$ cat config.mk
export PLATFORM = sky130hd
export DESIGN_NAME = gpio_port_registers
export DESIGN_NICKNAME = d
export VERILOG_FILES = /design/src/design/gpio_pkg.sv /design/src/design/gpio_port_registers.sv /design/src/design/gpio_pin_bank.sv
export SDC_FILE = /design/constraint.sdc
export NUM_CORES = 1
export LEC_CHECK = 0
export BUFFER_PORTS_ARGS = -buffer_cell sky130_fd_sc_hd__buf_2
export CAP_MARGIN = 40
export CELL_PAD_IN_SITES_DETAIL_PLACEMENT = 1
export CELL_PAD_IN_SITES_GLOBAL_PLACEMENT = 1
export CORE_AREA = 2 2 116 203
export CTS_BUF_LIST = sky130_fd_sc_hd__clkbuf_4 sky130_fd_sc_hd__clkbuf_8 sky130_fd_sc_hd__clkbuf_16
export DETAILED_ROUTE_END_ITERATION = 16
export DIE_AREA = 0 0 118 205
export GPL_ROUTABILITY_DRIVEN = 0
export HOLD_SLACK_MARGIN = 0.12
export PLACE_DENSITY_LB_ADDON = 0.15
export REMOVE_ABC_BUFFERS = 1
export SLEW_MARGIN = 5
export SYNTH_ARGS = -nofsm -noshare
export SYNTH_HDL_FRONTEND = slang
export SYNTH_SLANG_ARGS = --single-unit
$ cat constraint.sdc
create_clock -name i_clock -period 2.2 [get_ports i_clock]
set_clock_uncertainty 0.1 [all_clocks]
set_input_delay 0.22 -clock i_clock [delete_from_list [all_inputs] [get_ports i_clock]]
set_output_delay 0.22 -clock i_clock [all_outputs]
set_load 0.1 [all_outputs]
$ cat src/design/gpio_pkg.sv
// shared constants, register map and types for the five-port gpio block
package gpio_pkg;

    localparam int NUM_PORTS = 5;
    localparam int PORT_W    = 8;
    localparam int ADDR_W    = 8;
    localparam int DATA_W    = 32;
    localparam int IDX_W     = 6;
    localparam int SLEW_W    = 5;

    // word index of each register; byte address is index times four
    localparam logic [IDX_W-1:0] IDX_PIN_BASE   = 6'h00;
    localparam logic [IDX_W-1:0] IDX_LATCH_BASE = 6'h05;
    localparam logic [IDX_W-1:0] IDX_DIR_BASE   = 6'h0A;
    localparam logic [IDX_W-1:0] IDX_ANA_BASE   = 6'h0F;
    localparam logic [IDX_W-1:0] IDX_PULLUP_B   = 6'h14;
    localparam logic [IDX_W-1:0] IDX_SLEW       = 6'h15;
    localparam logic [IDX_W-1:0] IDX_CONFIG     = 6'h16;

    // implemented bits per port, index 0 is port a and 4 is port e
    localparam logic [PORT_W-1:0] ANA_MASK   [NUM_PORTS] = '{8'h2F, 8'h3F, 8'hFC, 8'hFF, 8'h07};
    localparam logic [PORT_W-1:0] DIR_MASK   [NUM_PORTS] = '{8'hFF, 8'hFF, 8'hFF, 8'hFF, 8'h87};
    localparam logic [PORT_W-1:0] LATCH_MASK [NUM_PORTS] = '{8'hFF, 8'hFF, 8'hFF, 8'hFF, 8'h07};
    localparam logic [PORT_W-1:0] PIN_MASK   [NUM_PORTS] = '{8'hFF, 8'hFF, 8'hFF, 8'hFF, 8'h0F};

    localparam logic [2:0]        PORT_A         = 3'h0;
    localparam logic [2:0]        PORT_E         = 3'h4;
    localparam int                E3_BIT         = 3;
    localparam int                PULLUP_E3_BIT  = 7;
    localparam int                MCLR_BIT       = 0;
    localparam logic [PORT_W-1:0] PULLUP_B_RESET = 8'hFF;
    localparam logic [SLEW_W-1:0] SLEW_RESET     = 5'h1F;
    localparam logic              MCLR_RESET     = 1'b1;
    localparam logic [PORT_W-1:0] DIR_E_LO_MASK  = 8'h07;

    typedef enum logic [2:0] {
        GRP_PIN,
        GRP_LATCH,
        GRP_DIR,
        GRP_ANA,
        GRP_PULLUP,
        GRP_SLEW,
        GRP_CONFIG,
        GRP_NONE
    } access_group_t;

    typedef enum logic {
        ACC_IDLE,
        ACC_ANSWER
    } acc_state_t;

endpackage : gpio_pkg

$ cat src/design/gpio_port_registers.sv
// register file and avalon slave for five gpio ports with pin banks
//
// Summary of operation
// - per-port slew select, reduced rate by default
// - pin-value write updates output latch
// - pin-value read returns sampled pin levels
// - port e bit3 input-only, gated by clear enable
// - analog select one disables digital input buffer
// - port a analog bits 5,3..0 implemented
// - port b analog bits 5..0 implemented
// - port c analog bits 7..2 implemented
// - port d analog all eight bits implemented
// - port e analog bits 2..0 implemented only
// - direction one tri-states, zero drives, reset one
// - port e direction bits 2..0, bit 7 pin3 pull-up, others zero
// - latches read/write, unknown at power-on, kept
// - port e latch bits 2..0 only
// - pin-value bits unknown at power-on
// - analog-selected pins read as zero
// - analog select leaves digital output untouched
//
// Decided for this implementation: the register addresses and the Avalon-MM slave port.
`timescale 1ns/1ns
module gpio_port_registers
    import gpio_pkg::*;
(
    input  wire logic              i_clock,
    input  wire logic              i_nrst,
    input  wire logic              i_other_reset,
    input  wire logic [ADDR_W-1:0] i_avs_address,
    input  wire logic              i_avs_read,
    input  wire logic              i_avs_write,
    input  wire logic [DATA_W-1:0] i_avs_writedata,
    input  wire logic [3:0]        i_avs_byteenable,
    output logic      [DATA_W-1:0] o_avs_readdata,
    output logic                   o_avs_waitrequest,
    input  wire logic [PORT_W-1:0] i_pin_a,
    input  wire logic [PORT_W-1:0] i_pin_b,
    input  wire logic [PORT_W-1:0] i_pin_c,
    input  wire logic [PORT_W-1:0] i_pin_d,
    input  wire logic [2:0]        i_pin_e,
    input  wire logic              i_port_e_pin3,
    output logic      [PORT_W-1:0] o_pin_a_out,
    output logic      [PORT_W-1:0] o_pin_b_out,
    output logic      [PORT_W-1:0] o_pin_c_out,
    output logic      [PORT_W-1:0] o_pin_d_out,
    output logic      [2:0]        o_pin_e_out,
    output logic      [PORT_W-1:0] o_pin_a_oe_n,
    output logic      [PORT_W-1:0] o_pin_b_oe_n,
    output logic      [PORT_W-1:0] o_pin_c_oe_n,
    output logic      [PORT_W-1:0] o_pin_d_oe_n,
    output logic      [2:0]        o_pin_e_oe_n,
    output logic      [PORT_W-1:0] o_pullup_b,
    output logic                   o_pullup_e3,
    output logic      [SLEW_W-1:0] o_slew_reduced
);

    // map a word index onto its register group
    function automatic access_group_t access_group(input logic [IDX_W-1:0] idx);
        access_group_t grp;
        grp = GRP_NONE;
        if (idx < IDX_LATCH_BASE)
            grp = GRP_PIN;
        else if (idx < IDX_DIR_BASE)
            grp = GRP_LATCH;
        else if (idx < IDX_ANA_BASE)
            grp = GRP_DIR;
        else if (idx < IDX_PULLUP_B)
            grp = GRP_ANA;
        else if (idx == IDX_PULLUP_B)
            grp = GRP_PULLUP;
        else if (idx == IDX_SLEW)
            grp = GRP_SLEW;
        else if (idx == IDX_CONFIG)
            grp = GRP_CONFIG;
        return grp;
    endfunction : access_group

    // port number within a per-port group
    function automatic logic [2:0] port_of(input logic [IDX_W-1:0] idx);
        logic [IDX_W-1:0] off;
        off = idx - IDX_PIN_BASE;
        if (idx >= IDX_ANA_BASE)
            off = idx - IDX_ANA_BASE;
        else if (idx >= IDX_DIR_BASE)
            off = idx - IDX_DIR_BASE;
        else if (idx >= IDX_LATCH_BASE)
            off = idx - IDX_LATCH_BASE;
        return off[2:0];
    endfunction : port_of

    acc_state_t        state_reg;
    acc_state_t        state_next;
    logic [PORT_W-1:0] latch_reg  [NUM_PORTS];
    logic [PORT_W-1:0] dir_reg    [NUM_PORTS];
    logic [PORT_W-1:0] ana_reg    [NUM_PORTS];
    logic [PORT_W-1:0] pins_in    [NUM_PORTS];
    logic [PORT_W-1:0] pin_sample [NUM_PORTS];
    logic [PORT_W-1:0] pin_out    [NUM_PORTS];
    logic [PORT_W-1:0] pin_oe_n   [NUM_PORTS];
    logic [PORT_W-1:0] pullup_b_reg;
    logic [SLEW_W-1:0] slew_reg;
    logic              mclr_en_reg;
    logic [DATA_W-1:0] readdata_reg;
    logic [DATA_W-1:0] readdata_next;

    logic [IDX_W-1:0]  idx;
    access_group_t     grp;
    logic [2:0]        port_sel;
    logic              request;
    logic              wr_ack;
    logic              wr_lane0;
    logic [PORT_W-1:0] wdata;
    logic [PORT_W-1:0] rd_byte;
    logic [PORT_W-1:0] sample_sel;

    // address decode
    assign idx      = i_avs_address[ADDR_W-1:2];
    assign grp      = access_group(idx);
    assign port_sel = port_of(idx);
    assign request  = i_avs_read | i_avs_write;
    assign wdata    = i_avs_writedata[PORT_W-1:0];

    // one wait cycle per access: the answer edge is the second edge
    assign o_avs_waitrequest = request & (state_reg == ACC_IDLE);
    assign wr_ack   = i_avs_write & (state_reg == ACC_ANSWER);
    assign wr_lane0 = wr_ack & i_avs_byteenable[0];

    always_comb
    begin
        state_next = state_reg;
        case (state_reg)
            ACC_IDLE:   state_next = request ? ACC_ANSWER : ACC_IDLE;
            ACC_ANSWER: state_next = ACC_IDLE;
            default:    state_next = ACC_IDLE;
        endcase
    end

    always_ff @(posedge i_clock or negedge i_nrst)
    begin
        if (!i_nrst)
            state_reg <= ACC_IDLE;
        else
            state_reg <= state_next;
    end

    // port e pin3 reads as an input only while the clear function is off
    assign pins_in[0] = i_pin_a;
    assign pins_in[1] = i_pin_b;
    assign pins_in[2] = i_pin_c;
    assign pins_in[3] = i_pin_d;
    assign pins_in[4] = {4'h0, i_port_e_pin3 & ~mclr_en_reg, i_pin_e};

    // per-port control registers and pin banks
    genvar p;
    generate
        for (p = 0; p < NUM_PORTS; p++)
        begin : g_port
            logic hit;
            assign hit = wr_lane0 && (port_sel == 3'(p));

            // latch has no reset: unknown at power-on, kept over other resets
            always_ff @(posedge i_clock)
            begin
                if (hit && (grp == GRP_PIN || grp == GRP_LATCH))
                    latch_reg[p] <= wdata & LATCH_MASK[p];
            end

            // direction and analog select come up with every implemented bit set on either reset
            always_ff @(posedge i_clock or negedge i_nrst)
            begin
                if (!i_nrst)
                begin
                    dir_reg[p] <= DIR_MASK[p];
                    ana_reg[p] <= ANA_MASK[p];
                end
                else if (i_other_reset)
                begin
                    dir_reg[p] <= DIR_MASK[p];
                    ana_reg[p] <= ANA_MASK[p];
                end
                else
                begin
                    if (hit && grp == GRP_DIR)
                        dir_reg[p] <= wdata & DIR_MASK[p];
                    if (hit && grp == GRP_ANA)
                        ana_reg[p] <= wdata & ANA_MASK[p];
                end
            end

            gpio_pin_bank u_bank (
                .i_clock    (i_clock),
                .i_pins     (pins_in[p]),
                .i_latch    (latch_reg[p]),
                .i_dir      (dir_reg[p]),
                .i_analog   (ana_reg[p]),
                .i_mask     (PIN_MASK[p]),
                .o_sample   (pin_sample[p]),
                .o_pin_out  (pin_out[p]),
                .o_pin_oe_n (pin_oe_n[p])
            );
        end
    endgenerate

    // shared controls: pull-ups, slew and the clear-enable configuration
    always_ff @(posedge i_clock or negedge i_nrst)
    begin
        if (!i_nrst)
        begin
            pullup_b_reg <= PULLUP_B_RESET;
            slew_reg     <= SLEW_RESET;
            mclr_en_reg  <= MCLR_RESET;
        end
        else if (i_other_reset)
        begin
            pullup_b_reg <= PULLUP_B_RESET;
            slew_reg     <= SLEW_RESET;
        end
        else
        begin
            if (wr_lane0 && grp == GRP_PULLUP)
                pullup_b_reg <= wdata;
            if (wr_lane0 && grp == GRP_SLEW)
                slew_reg <= wdata[SLEW_W-1:0];
            if (wr_lane0 && grp == GRP_CONFIG)
                mclr_en_reg <= wdata[MCLR_BIT];
        end
    end

    // read selection; pin group returns sampled pins, never the latch
    assign sample_sel = pin_sample[port_sel];
    assign rd_byte =
        (grp == GRP_PIN)    ? sample_sel :
        (grp == GRP_LATCH)  ? latch_reg[port_sel] & LATCH_MASK[port_sel] :
        (grp == GRP_DIR)    ? dir_reg[port_sel] :
        (grp == GRP_ANA)    ? ana_reg[port_sel] :
        (grp == GRP_PULLUP) ? pullup_b_reg :
        (grp == GRP_SLEW)   ? {3'h0, slew_reg} :
        (grp == GRP_CONFIG) ? {7'h00, mclr_en_reg} :
                              8'h00; // unmapped reads zero
    assign readdata_next = {24'h000000, rd_byte};

    // data is captured on the waiting edge so it stands at the answer edge
    always_ff @(posedge i_clock or negedge i_nrst)
    begin
        if (!i_nrst)
            readdata_reg <= 32'h00000000;
        else if (i_avs_read && state_reg == ACC_IDLE)
            readdata_reg <= readdata_next;
    end
    assign o_avs_readdata = readdata_reg;

    // pin-facing outputs
    assign o_pin_a_out    = pin_out[0];
    assign o_pin_b_out    = pin_out[1];
    assign o_pin_c_out    = pin_out[2];
    assign o_pin_d_out    = pin_out[3];
    assign o_pin_e_out    = pin_out[4][2:0];
    assign o_pin_a_oe_n   = pin_oe_n[0];
    assign o_pin_b_oe_n   = pin_oe_n[1];
    assign o_pin_c_oe_n   = pin_oe_n[2];
    assign o_pin_d_oe_n   = pin_oe_n[3];
    assign o_pin_e_oe_n   = pin_oe_n[4][2:0];
    assign o_pullup_b     = pullup_b_reg;
    assign o_pullup_e3    = dir_reg[4][PULLUP_E3_BIT];
    assign o_slew_reduced = slew_reg;
endmodule : gpio_port_registers

$ cat src/design/gpio_pin_bank.sv
// one port's pin logic: input buffer gating, sampling and output drive
`timescale 1ns/1ns
module gpio_pin_bank
    import gpio_pkg::*;
(
    input  wire logic              i_clock,
    input  wire logic [PORT_W-1:0] i_pins,
    input  wire logic [PORT_W-1:0] i_latch,
    input  wire logic [PORT_W-1:0] i_dir,
    input  wire logic [PORT_W-1:0] i_analog,
    input  wire logic [PORT_W-1:0] i_mask,
    output logic      [PORT_W-1:0] o_sample,
    output logic      [PORT_W-1:0] o_pin_out,
    output logic      [PORT_W-1:0] o_pin_oe_n
);

    logic [PORT_W-1:0] gated_in;

    // analog pins read zero; unimplemented pins read zero
    assign gated_in = i_pins & ~i_analog & i_mask;

    // analog select does not touch the output path; tri-stated pins drive 0
    assign o_pin_out  = i_latch & ~i_dir & i_mask;
    assign o_pin_oe_n = i_dir | ~i_mask;

    // no reset: pin levels are unknown until the first sample after power-on
    always_ff @(posedge i_clock)
    begin
        o_sample <= gated_in;
    end

endmodule : gpio_pin_bank

==> results of run 1 <==
stage by stage:
step	cell area (sq um)	TNS [ps]	total power, mW	hold WS (ps)
floorplan	7840	-99920	3.95	-176
global placement	10200	-56940	4.62	161
detailed placement	10200	-58850	4.63	171
CTS	11500	-11.5	7.86	136
global route	11800	-141	8.12	169
finish	11800	-26.2	7.90	165
cell type report:
cell class / instances / area [sq um] / share of cell area, %
multi-input combinational: 620 / 4070 / 34.5
clock inverter: 15 / 186 / 1.58
inverter: 13 / 48.8 / 0.413
clock buffer: 17 / 425 / 3.60
timing repair buffer: 362 / 2650 / 22.5
sequential: 158 / 4050 / 34.3
tap: 300 / 375 / 3.18
report_power, final:
part	internal [mW]	total, mW	switching, mW
sequential	3.04	3.09	0.0445
clock	1.81	3.10	1.30
combinational	0.591	1.71	1.12
total	5.44	7.90	2.46
routing by layer:
| metal | vias to the layer above | wire, um | track usage [%] |
|---|---|---|---|
| met5 | - | 0 | 0 |
| met3 | 87 | 1090 | 3.90 |
| li1 | 3583 | - | - |
| met4 | 0 | 1730 | 14.8 |
| met2 | 228 | 18600 | 53.8 |
| met1 | 4000 | 12800 | 29.6 |
cells in the mapped netlist (4+ instances only):
master	n
nand2_1	167
nor2b_1	97
dfstp_2	78
nand3b_1	41
a211o_1	39
dfxtp_1	36
edfxtp_1	35
nor2_1	30
buf_4	29
clkbuf_1	26
a21oi_1	25
mux2i_1	23
buf_2	18
nand3_1	16
o21ai_0	14
and3_1	13
inv_1	12
nor3_1	12
a31oi_1	11
a311oi_1	9
dfrtp_1	9
buf_6	7
and2_1	6
ha_1	6
nand2b_1	6
nand4_1	6
a221oi_1	5
a211oi_1	4
or3_1	4
worst register-to-register path: cells and delay by family, from the launching register on:
family / cells / cell delay, ps
buffers and inverters: 1 / 250
DFF: 1 / 380
and+or+nand+nor: 3 / 1090
path summary, 6_finish.rpt:
kind	to	depth (start not counted)
min reg2reg	g_port[0].u_bank.o_sample[3]	1
max in group asynchronous	ana_reg[34]	3
min in group asynchronous	o_avs_readdata[6]	2
max reg2reg	latch_reg[2][2]	4
min	ana_reg[9]	3
max	o_avs_readdata[1]	10
repair_timing:
action | in CTS | in global routing
buffers inserted | 6 | 8
endpoints found under the hold margin | 121 | 0
hold buffers | 46 | 0
gates resized for setup | 45 | 47
pin swaps | 11 | 13
setup endpoints to repair | 81 | 102
logic make-up after synthesis:
logic type                 after synthesis
and+or+nand+nor                        414
buffers and inverters                   96
DFF                                    158
AOI/OAI and AO/OA                      149
xor gates and xnor gates                 1
other                                    1
muxes                                   26
adders and majority gates                6
==> impl_metrics.py, run 1 <==
metrics = {
    "placed_design": {
        "port_buffers": 148,
        "place_ws_ps": -802,
        "dp_cells": 1393,
        "dp_hpwl_um": 25600,
    },
    "yosys": {
        "synth_top_family_by_area": "simple AND/OR/NAND/NOR gates",
        "syn_area_per_cell_sq_um": 9.71,
        "yosys.area.top_type": "dfstp_2",
        "synth_xor_area_share_pct": 0.106,
        "yosys_warnings": 0,
        "synthAdderAreaFrac_pct": 0.908,
        "seq_area_frac_synth_pct": 48.9,
        "yosysTopAreaCellShare_pct": 24.8,
        "synthSimpleGateAreaFrac_pct": 26.1,
        "syn_inst": 851,
        "ys_async_sr_fraction_pct": 55.1,
        "synth.distinct_cells": 74,
        "synth_edf_count": 35,
        "synth-compound-area-share_pct": 13.8,
        "ys_ff_latch": 158,
        "netlist_area_sq_mm": 0.00827,
        "ys.flop_type": "dfstp_2",
        "muxShareOfSynthArea_pct": 3.19,
        "synth.top_cells.by_area": "dfstp_2 25%, edfxtp_1 13%, dfxtp_1 8.7%",
    },
    "global_routing": {
        "grt_max_degree": 65,
        "grt_pass1_wl_um": 50600,
        "grt_overflow": 0,
        "antenna_found_initial": 0,
        "track_usage_pct": 28.1,
        "grt_pass1_vias": 8511,
    },
    "cts": {
        "cts_max_level": 4,
        "worstSkewPairLatency_ps": 440,
        "clk_pin_slew_ps": 70,
        "cts_root_buffer": "clkbuf_16",
        "cts_made_buffers": 17,
        "max-clock-path-buffers": 2,
        "cts_tree": "done",
        "clock-sinks": 158,
    },
    "finish": {
        "largest_reg_flops": 36,
        "fin_cells": 1485,
        "diodes": 0,
        "drive_gt1_share_pct": 41.9,
        "final_cell_mix": "161 x nand2_1, 148 x buf_4, 145 x buf_2",
        "synthToLayoutAreaGrowth_pct": 42.8,
        "final_common_cell": "nand2_1",
        "finalNetCount": 1263,
        "fillers": 2571,
        "fin_util_pct": 52.3,
    },
    "sta": {
        "min_period_ps": 2230,
        "clock.fmax_mhz": 449,
        "setup_viol": 1,
        "rsz0062_at_grt": "true",
        "fin_crit_sh_pct": 101,
        "finalMaxSlewViolations": 0,
        "hold_viol_final": 0,
        "fin_ws_ps": -26.2,
        "worst_pin_slew_ps": 665,
        "timing.slew.headroom_pct": 55.7,
    },
    "power": {
        "p_leak_nw": 5.00,
        "peakVddDrop_uv": 749,
        "p_per_area_mw_per_mm2": 669,
    },
    "setup_path": {
        "crit_required_ps": 2410,
        "cp-startpoint": "i_avs_address[2]",
        "crit_top_cell": "buf_12",
        "cp_cell_sequence": "buf_12, ha_4, a311oi_4, o2111ai_4, nand4_4, buf_12, buf_4, mux2i_1, o22ai_1, o41a_1",
        "critPathMaxStageDelay_ps": 420,
        "cp_slowest_cell": "o41a_1",
        "crit_type": "input pin to flop",
        "startpoint_type": "input pin",
        "reg2reg_slack_ps": 80,
        "cpLargestDelayFamily": "compound AO/OA/AOI/OAI gates",
        "path_buf_inv": 3,
        "worst-path-max-fanout": 12,
        "cp-end-kind": "flop",
        "rr_startpoint": "state_reg",
        "cp.arrival_ps": 2440,
    },
    "die": {
        "core_sq_mm": 0.0226,
        "num_rows": 73,
        "die_x_um": 118,
        "io_pins": 202,
        "die_y_um": 205,
        "floorplan.initialDensity_pct": 36.6,
        "dieArea_sq_mm": 0.0242,
    },
    "outcome": {
        "violations": "negative setup slack",
        "status": "finished, violations left",
    },
    "hold_path": {
        "hold_class": "input pin to flop",
        "worstHoldStart": "i_avs_writedata[1]",
    },
    "detailed_routing": {
        "drcViolationCount": 0,
        "num_vias": 7898,
        "drt_pre_antenna_iters": 5,
        "drtIter0Drc": 344,
        "via_per_inst": 5.32,
        "ant_nets": 0,
        "wl_per_cell_um": 23.0,
        "drt_wl_total_um": 34200,
    },
    "flow_run": {
        "drv_cap": 0,
    },
}
Note: power is estimated with default switching activity, not from simulation.
==> run 2, diff against run 1 <==
- SKIP_LAST_GASP: unset -> 1
==> run 2 against run 1 <==
Effect of this change: the flow still finishes with violations (negative setup slack); highest routed layer unchanged; global-route usage about the same; combinational power about the same; register-to-register slack is essentially flat; via count is 0.71% higher.
==> impl_metrics.py, run 2 (synthesis gave the netlist of run 1 again) <==
metrics = {
    "finish": {
        "synthToLayoutAreaGrowth_pct": 42.7,
        "final_cell_mix": "160 x nand2_1, 150 x buf_4, 145 x buf_2",
        "fin_util_pct": 52.3,
        "largest_reg_flops": 36,
        "drive_gt1_share_pct": 41.9,
        "fillers": 2571,
        "final_common_cell": "nand2_1",
        "diodes": 0,
        "finalNetCount": 1263,
    },
    "sta": {
        "worst_pin_slew_ps": 655,
        "finalMaxSlewViolations": 0,
        "setup_viol": 2,
        "hold-worst-slack_ps": 164,
        "fin_ws_ps": -31.0,
        "clock.fmax_mhz": 448,
        "fin_crit_sh_pct": 101,
        "rsz0062_at_grt": "true",
        "hold_viol_final": 0,
        "timing.slew.headroom_pct": 56.3,
        "min_period_ps": 2230,
    },
    "power": {
        "p_int_mw": 5.44,
        "swShare_pct": 31.2,
        "p_per_area_mw_per_mm2": 670,
        "p_leak_nw": 4.99,
        "p_clk_share_pct": 39.3,
        "peakVddDrop_uv": 745,
        "comb_power_share_pct": 21.6,
        "finalPower_mw": 7.90,
        "p_sw_mw": 2.46,
        "pwr-share-seq_pct": 39.1,
    },
    "die": {
        "floorplan.initialDensity_pct": 36.6,
        "core_sq_mm": 0.0226,
        "die_x_um": 118,
        "die_y_um": 205,
        "num_rows": 73,
        "io_pins": 202,
        "dieArea_sq_mm": 0.0242,
    },
    "setup_path": {
        "rr_startpoint": "state_reg",
        "cp-startpoint": "i_avs_address[3]",
        "cp.arrival_ps": 2440,
        "cp-end-kind": "flop",
        "crit_required_ps": 2410,
        "crit_type": "input pin to flop",
        "startpoint_type": "input pin",
        "worst-path-max-fanout": 6,
    },
    "global_routing": {
        "grt_pass1_vias": 8506,
        "grt_pass1_wl_um": 50500,
        "track_usage_pct": 28.1,
        "grt_max_degree": 65,
        "grt_overflow": 0,
        "antenna_found_initial": 0,
    },
    "detailed_routing": {
        "drt_wl_total_um": 34400,
        "ant_nets": 0,
        "num_vias": 7954,
        "wl_per_cell_um": 23.1,
        "drcViolationCount": 0,
        "via_per_inst": 5.36,
        "drt_pre_antenna_iters": 5,
        "drtIter0Drc": 303,
    },
    "outcome": {
        "status": "finished, violations left",
        "violations": "negative setup slack",
    },
    "hold_path": {
        "hold_class": "input pin to flop",
        "worstHoldStart": "i_avs_writedata[1]",
    },
    "placed_design": {
        "place_ws_ps": -802,
        "dp_hpwl_um": 25600,
        "port_buffers": 148,
    },
    "cts": {
        "worstSkewPairLatency_ps": 430,
        "clock-sinks": 158,
        "clk_pin_slew_ps": 70,
        "cts_root_buffer": "clkbuf_16",
        "cts_max_level": 4,
        "cts_made_buffers": 17,
        "max-clock-path-buffers": 2,
        "cts_tree": "done",
    },
    "flow_run": {
        "drv_cap": 0,
    },
}
## run 2: cell counts in the layout (fill, tap and decap cells not counted)
No cell type changed its count.
## run 2: repair_timing
action | 4_1_cts | 5_1_grt
pin swaps | 11 | 14
setup buffers | 6 | 8
hold buffers | 46 | 0
resized for setup | 44 | 44
setup endpoints to repair | 81 | 102
endpoints found under the hold margin | 121 | 0
## run 2: layout make-up
type                            count  area [sq um]  area share [%]
Timing Repair Buffer              362          2640            22.4
Multi-Input combinational cell    620          4070            34.5
Tap cell                          300           375            3.18
Inverter                           13          48.8           0.414
Clock inverter                     15           186            1.58
Clock buffer                       17           425            3.61
Sequential cell                   158          4050            34.3
## run 2: path summary, 6_finish.rpt
path / endpoint / depth (start not counted) / slack (ps)
worst max-delay path: o_avs_readdata[1] / 12 / -30
worst max register to register: latch_reg[2][0] / 4 / 70
worst min register to register: g_port[0].u_bank.o_sample[3] / 1 / 400
max in group asynchronous: ana_reg[34] / 3 / 1030
worst min-delay path: ana_reg[9] / 3 / 160
min in group asynchronous: o_avs_readdata[6] / 2 / 260
## run 2: through the flow
stage                     instances  setup TNS [ps]  cell area [sq um]
after global placement         1393          -56940              10200
after global routing           1485            -229              11800
final                          1485           -49.5              11800
after CTS                      1477           -21.1              11500
after detailed placement       1393          -58850              10200
after floorplan                 791          -99920               7840
## run 2: power groups by stage
stage          clock [mW]  combinational (mW)  sequential, mW
2_1_floorplan           0               0.588            3.36
3_3_place_gp            0                1.48            3.14
3_5_place_dp            0                1.49            3.14
4_1_cts              3.15                1.63            3.09
5_1_grt              3.25                1.78            3.09
6_report             3.10                1.71            3.09
## run 2: per-layer routing
layer	vias up	wire, um	GRT usage, %	share of wire [%]
met5	-	0	0	0
met3	101	1160	3.93	3.4
met4	0	1920	14.8	5.6
met1	4029	12800	29.6	37
met2	248	18500	53.8	54
li1	3576	-	-	-
## run 2: worst max-delay path, cell delays in order
cell and delay [ps]:
buf_6 110, buf_4 150, or2_4 250, o2111ai_4 240, buf_6 140, and4_4 290
buf_12 150, mux2i_2 230, o41ai_2 100, a21oi_1 130, o21ai_1 80, o41a_1 370
==> run 3, diff against run 2 <==
- ABC_AREA: unset -> 1
- CORE_AREA: 2 2 116 203 -> 2 2 118 206
- DIE_AREA: 0 0 118 205 -> 0 0 120 208
- TNS_END_PERCENT: unset -> 100
==> run 3 against run 2 <==
Effect of this change: final area decreased by 6.9%; critical path type unchanged; register-to-register slack improved by 470 ps; the run now ends clean; via count shrank 4.1%; critical endpoint is now o_avs_readdata[0]; worst setup slack improved by 160 ps; sequential share of layout area rose by 2.6 points; wire length is 13% lower; synthesized area decreased by 2.6%; die area rose by 3.2%; fmax rose by 7.6%; largest cell class is now flip-flops and latches.
==> impl_metrics.py, run 3 <==
metrics = {
    "outcome": {
        "status": "completed",
    },
    "die": {
        "core_sq_mm": 0.0232,
        "io_pins": 202,
        "dieArea_sq_mm": 0.0250,
        "floorplan.initialDensity_pct": 34.7,
        "die_x_um": 120,
        "die_y_um": 208,
        "num_rows": 74,
    },
    "setup_path": {
        "cp_slowest_cell": "ha_2",
        "cpLargestDelayFamily": "simple AND/OR/NAND/NOR gates",
        "worst-path-max-fanout": 8,
        "cp.arrival_ps": 2310,
        "cp_cell_sequence": "buf_2, inv_1, ha_2, nor2_4, nor2_8, nand2_4, nand2_1, nand3_1, nand2_1, nand2_4, buf_4, nand2_4, inv_2, buf_12, nand2_1, nand4_1, nand2_1, nand2_1, nor2_1, nor2_1",
        "rr_startpoint": "state_reg",
        "crit_required_ps": 2440,
        "critPathMaxStageDelay_ps": 210,
        "cp-end-kind": "flop",
        "startpoint_type": "input pin",
        "crit_type": "input pin to flop",
        "path_buf_inv": 5,
        "cp-startpoint": "i_avs_address[3]",
        "crit_top_cell": "nand2_1",
    },
    "global_routing": {
        "grt_pass1_wl_um": 45900,
        "antenna_found_initial": 0,
        "track_usage_pct": 24.7,
        "grt_max_degree": 45,
        "grt_pass1_vias": 8296,
        "grt_overflow": 0,
    },
    "power": {
        "p_leak_nw": 5.41,
        "peakVddDrop_uv": 575,
        "finalPower_mw": 9.57,
        "p_per_area_mw_per_mm2": 872,
    },
    "cts": {
        "cts_made_buffers": 17,
        "cts_max_level": 4,
        "clock-sinks": 158,
        "worstSkewPairLatency_ps": 450,
        "cts_root_buffer": "clkbuf_16",
        "clk_pin_slew_ps": 70,
        "cts_tree": "done",
        "max-clock-path-buffers": 2,
    },
    "finish": {
        "fillers": 2861,
        "diodes": 0,
        "seqCellArea_sq_mm": 0.00405,
        "fin_util_pct": 47.2,
        "drive_gt1_share_pct": 32.0,
        "final_common_cell": "nand2_1",
        "finalNetCount": 1376,
        "design_area_sq_mm": 0.0110,
        "final_cell_mix": "256 x nand2_1, 159 x nor2_1, 147 x buf_2",
        "largest_reg_flops": 36,
        "multi_input_area_sq_mm": 0.00322,
        "synthToLayoutAreaGrowth_pct": 36.3,
    },
    "yosys": {
        "netlist_area_sq_mm": 0.00805,
        "synth.top_cells.by_area": "dfstp_2 25%, edfxtp_1 13%, nand2_1 12%",
        "yosysTopAreaCellShare_pct": 25.4,
        "syn_area_per_cell_sq_um": 8.04,
        "synthTopCellsByCount": "257 x nand2_1, 160 x nor2_1, 123 x inv_1, 78 x dfstp_2, 69 x a21oi_1",
        "synth_edf_count": 35,
        "synth.distinct_cells": 43,
        "seq_area_frac_synth_pct": 50.2,
        "syn_inst": 1002,
        "ys_ff_latch": 158,
        "yosys_warnings": 0,
        "ys_async_sr_fraction_pct": 55.1,
        "ys.flop_type": "dfstp_2",
        "yosys.area.top_type": "dfstp_2",
        "synth.most_common_cell": "nand2_1",
    },
    "sta": {
        "rsz0062_at_grt": "true",
        "hold-worst-slack_ps": 197,
        "hold_viol_final": 0,
        "fin_crit_sh_pct": 94.2,
        "clock.fmax_mhz": 483,
        "min_period_ps": 2070,
        "setup_viol": 0,
        "finalMaxSlewViolations": 0,
        "worst_pin_slew_ps": 935,
        "timing.slew.headroom_pct": 37.5,
    },
    "detailed_routing": {
        "num_vias": 7631,
        "ant_nets": 0,
        "drcViolationCount": 0,
        "via_per_inst": 4.76,
        "drt_pre_antenna_iters": 4,
        "wl_per_cell_um": 18.8,
        "drt_wl_total_um": 30100,
        "drtIter0Drc": 281,
    },
    "hold_path": {
        "hold_class": "input pin to flop",
        "worstHoldStart": "i_other_reset",
    },
    "flow_run": {
        "drv_cap": 0,
    },
    "placed_design": {
        "dpl_cell_area_sq_mm": 0.00977,
        "dp_hpwl_um": 22600,
        "port_buffers": 148,
    },
}
run 3: cell type report:
cell class | count | share of cell area (%)
repair buffers | 295 | 19.7
clock buffers | 17 | 3.88
inverters | 133 | 4.59
flip-flops and latches | 158 | 36.9
clock inverters | 15 | 2.14
multi-input cells | 680 | 29.3
well taps | 304 | 3.47
run 3: through the flow:
| stage | setup TNS (ps) | cells | setup WS, ps |
|---|---|---|---|
| floorplan | -30730 | 971 | -634 |
| global placement | -21160 | 1520 | -392 |
| detailed placement | -27180 | 1521 | -417 |
| CTS | 0 | 1600 | 48.3 |
| global route | -37.3 | 1602 | -23.1 |
| finish | 0 | 1602 | 128 |
run 3: report_power, final:
part	leakage (nW)	internal [mW]	total, mW	switching [mW]
clock network	0.309	2.03	3.35	1.32
logic	3.56	0.660	2.78	2.12
registers	1.54	3.28	3.44	0.165
run 3: kinds of logic (layout without fill, tap and decap cells):
| kind of cell | count (synthesis) | in the layout | synth area share (%) |
|---|---|---|---|
| buf+inv | 187 | 460 | 11.2 |
| other cells | 1 | 24 | 0.0466 |
| mux | 1 | 1 | 0.124 |
| fa+ha+maj | 6 | 6 | 0.932 |
| compound gates | 139 | 139 | 9.73 |
| simple gates | 510 | 510 | 27.7 |
| flops | 158 | 158 | 50.2 |
run 3: final timing paths:
kind | endpoint | slack (ps) | cells after the start
setup reg to reg | ana_reg[8] | 540 | 9
setup / recovery | o_avs_readdata[0] | 130 | 20
max in group asynchronous | o_pullup_b[7] | 1180 | 3
hold reg to reg | g_port[0].u_bank.o_sample[5] | 390 | 1
hold / removal | dir_reg[27] | 200 | 3
min in group asynchronous | dir_reg[32] | 400 | 2
run 3: layer usage:
layer	track usage, %	up-vias	routed length (um)
met4	12.8	0	1430
li1	-	3655	-
met1	25.9	3723	11300
met3	3.78	72	925
met2	46.6	181	16400
met5	0	-	0
run 3: what timing repair did:
action | in CTS | in global routing
endpoints found under the setup margin | 0 | 24
resized for setup | 0 | 7
hold endpoints to repair | 109 | 0
setup buffers | 0 | 2
hold buffers | 47 | 0
run 3: tightest hold or removal path: cells and delay by family:
kind	cells	cell delay (ps)
buffers and inverters	1	210
and+or+nand+nor	1	210
AOI/OAI and AO/OA	1	90
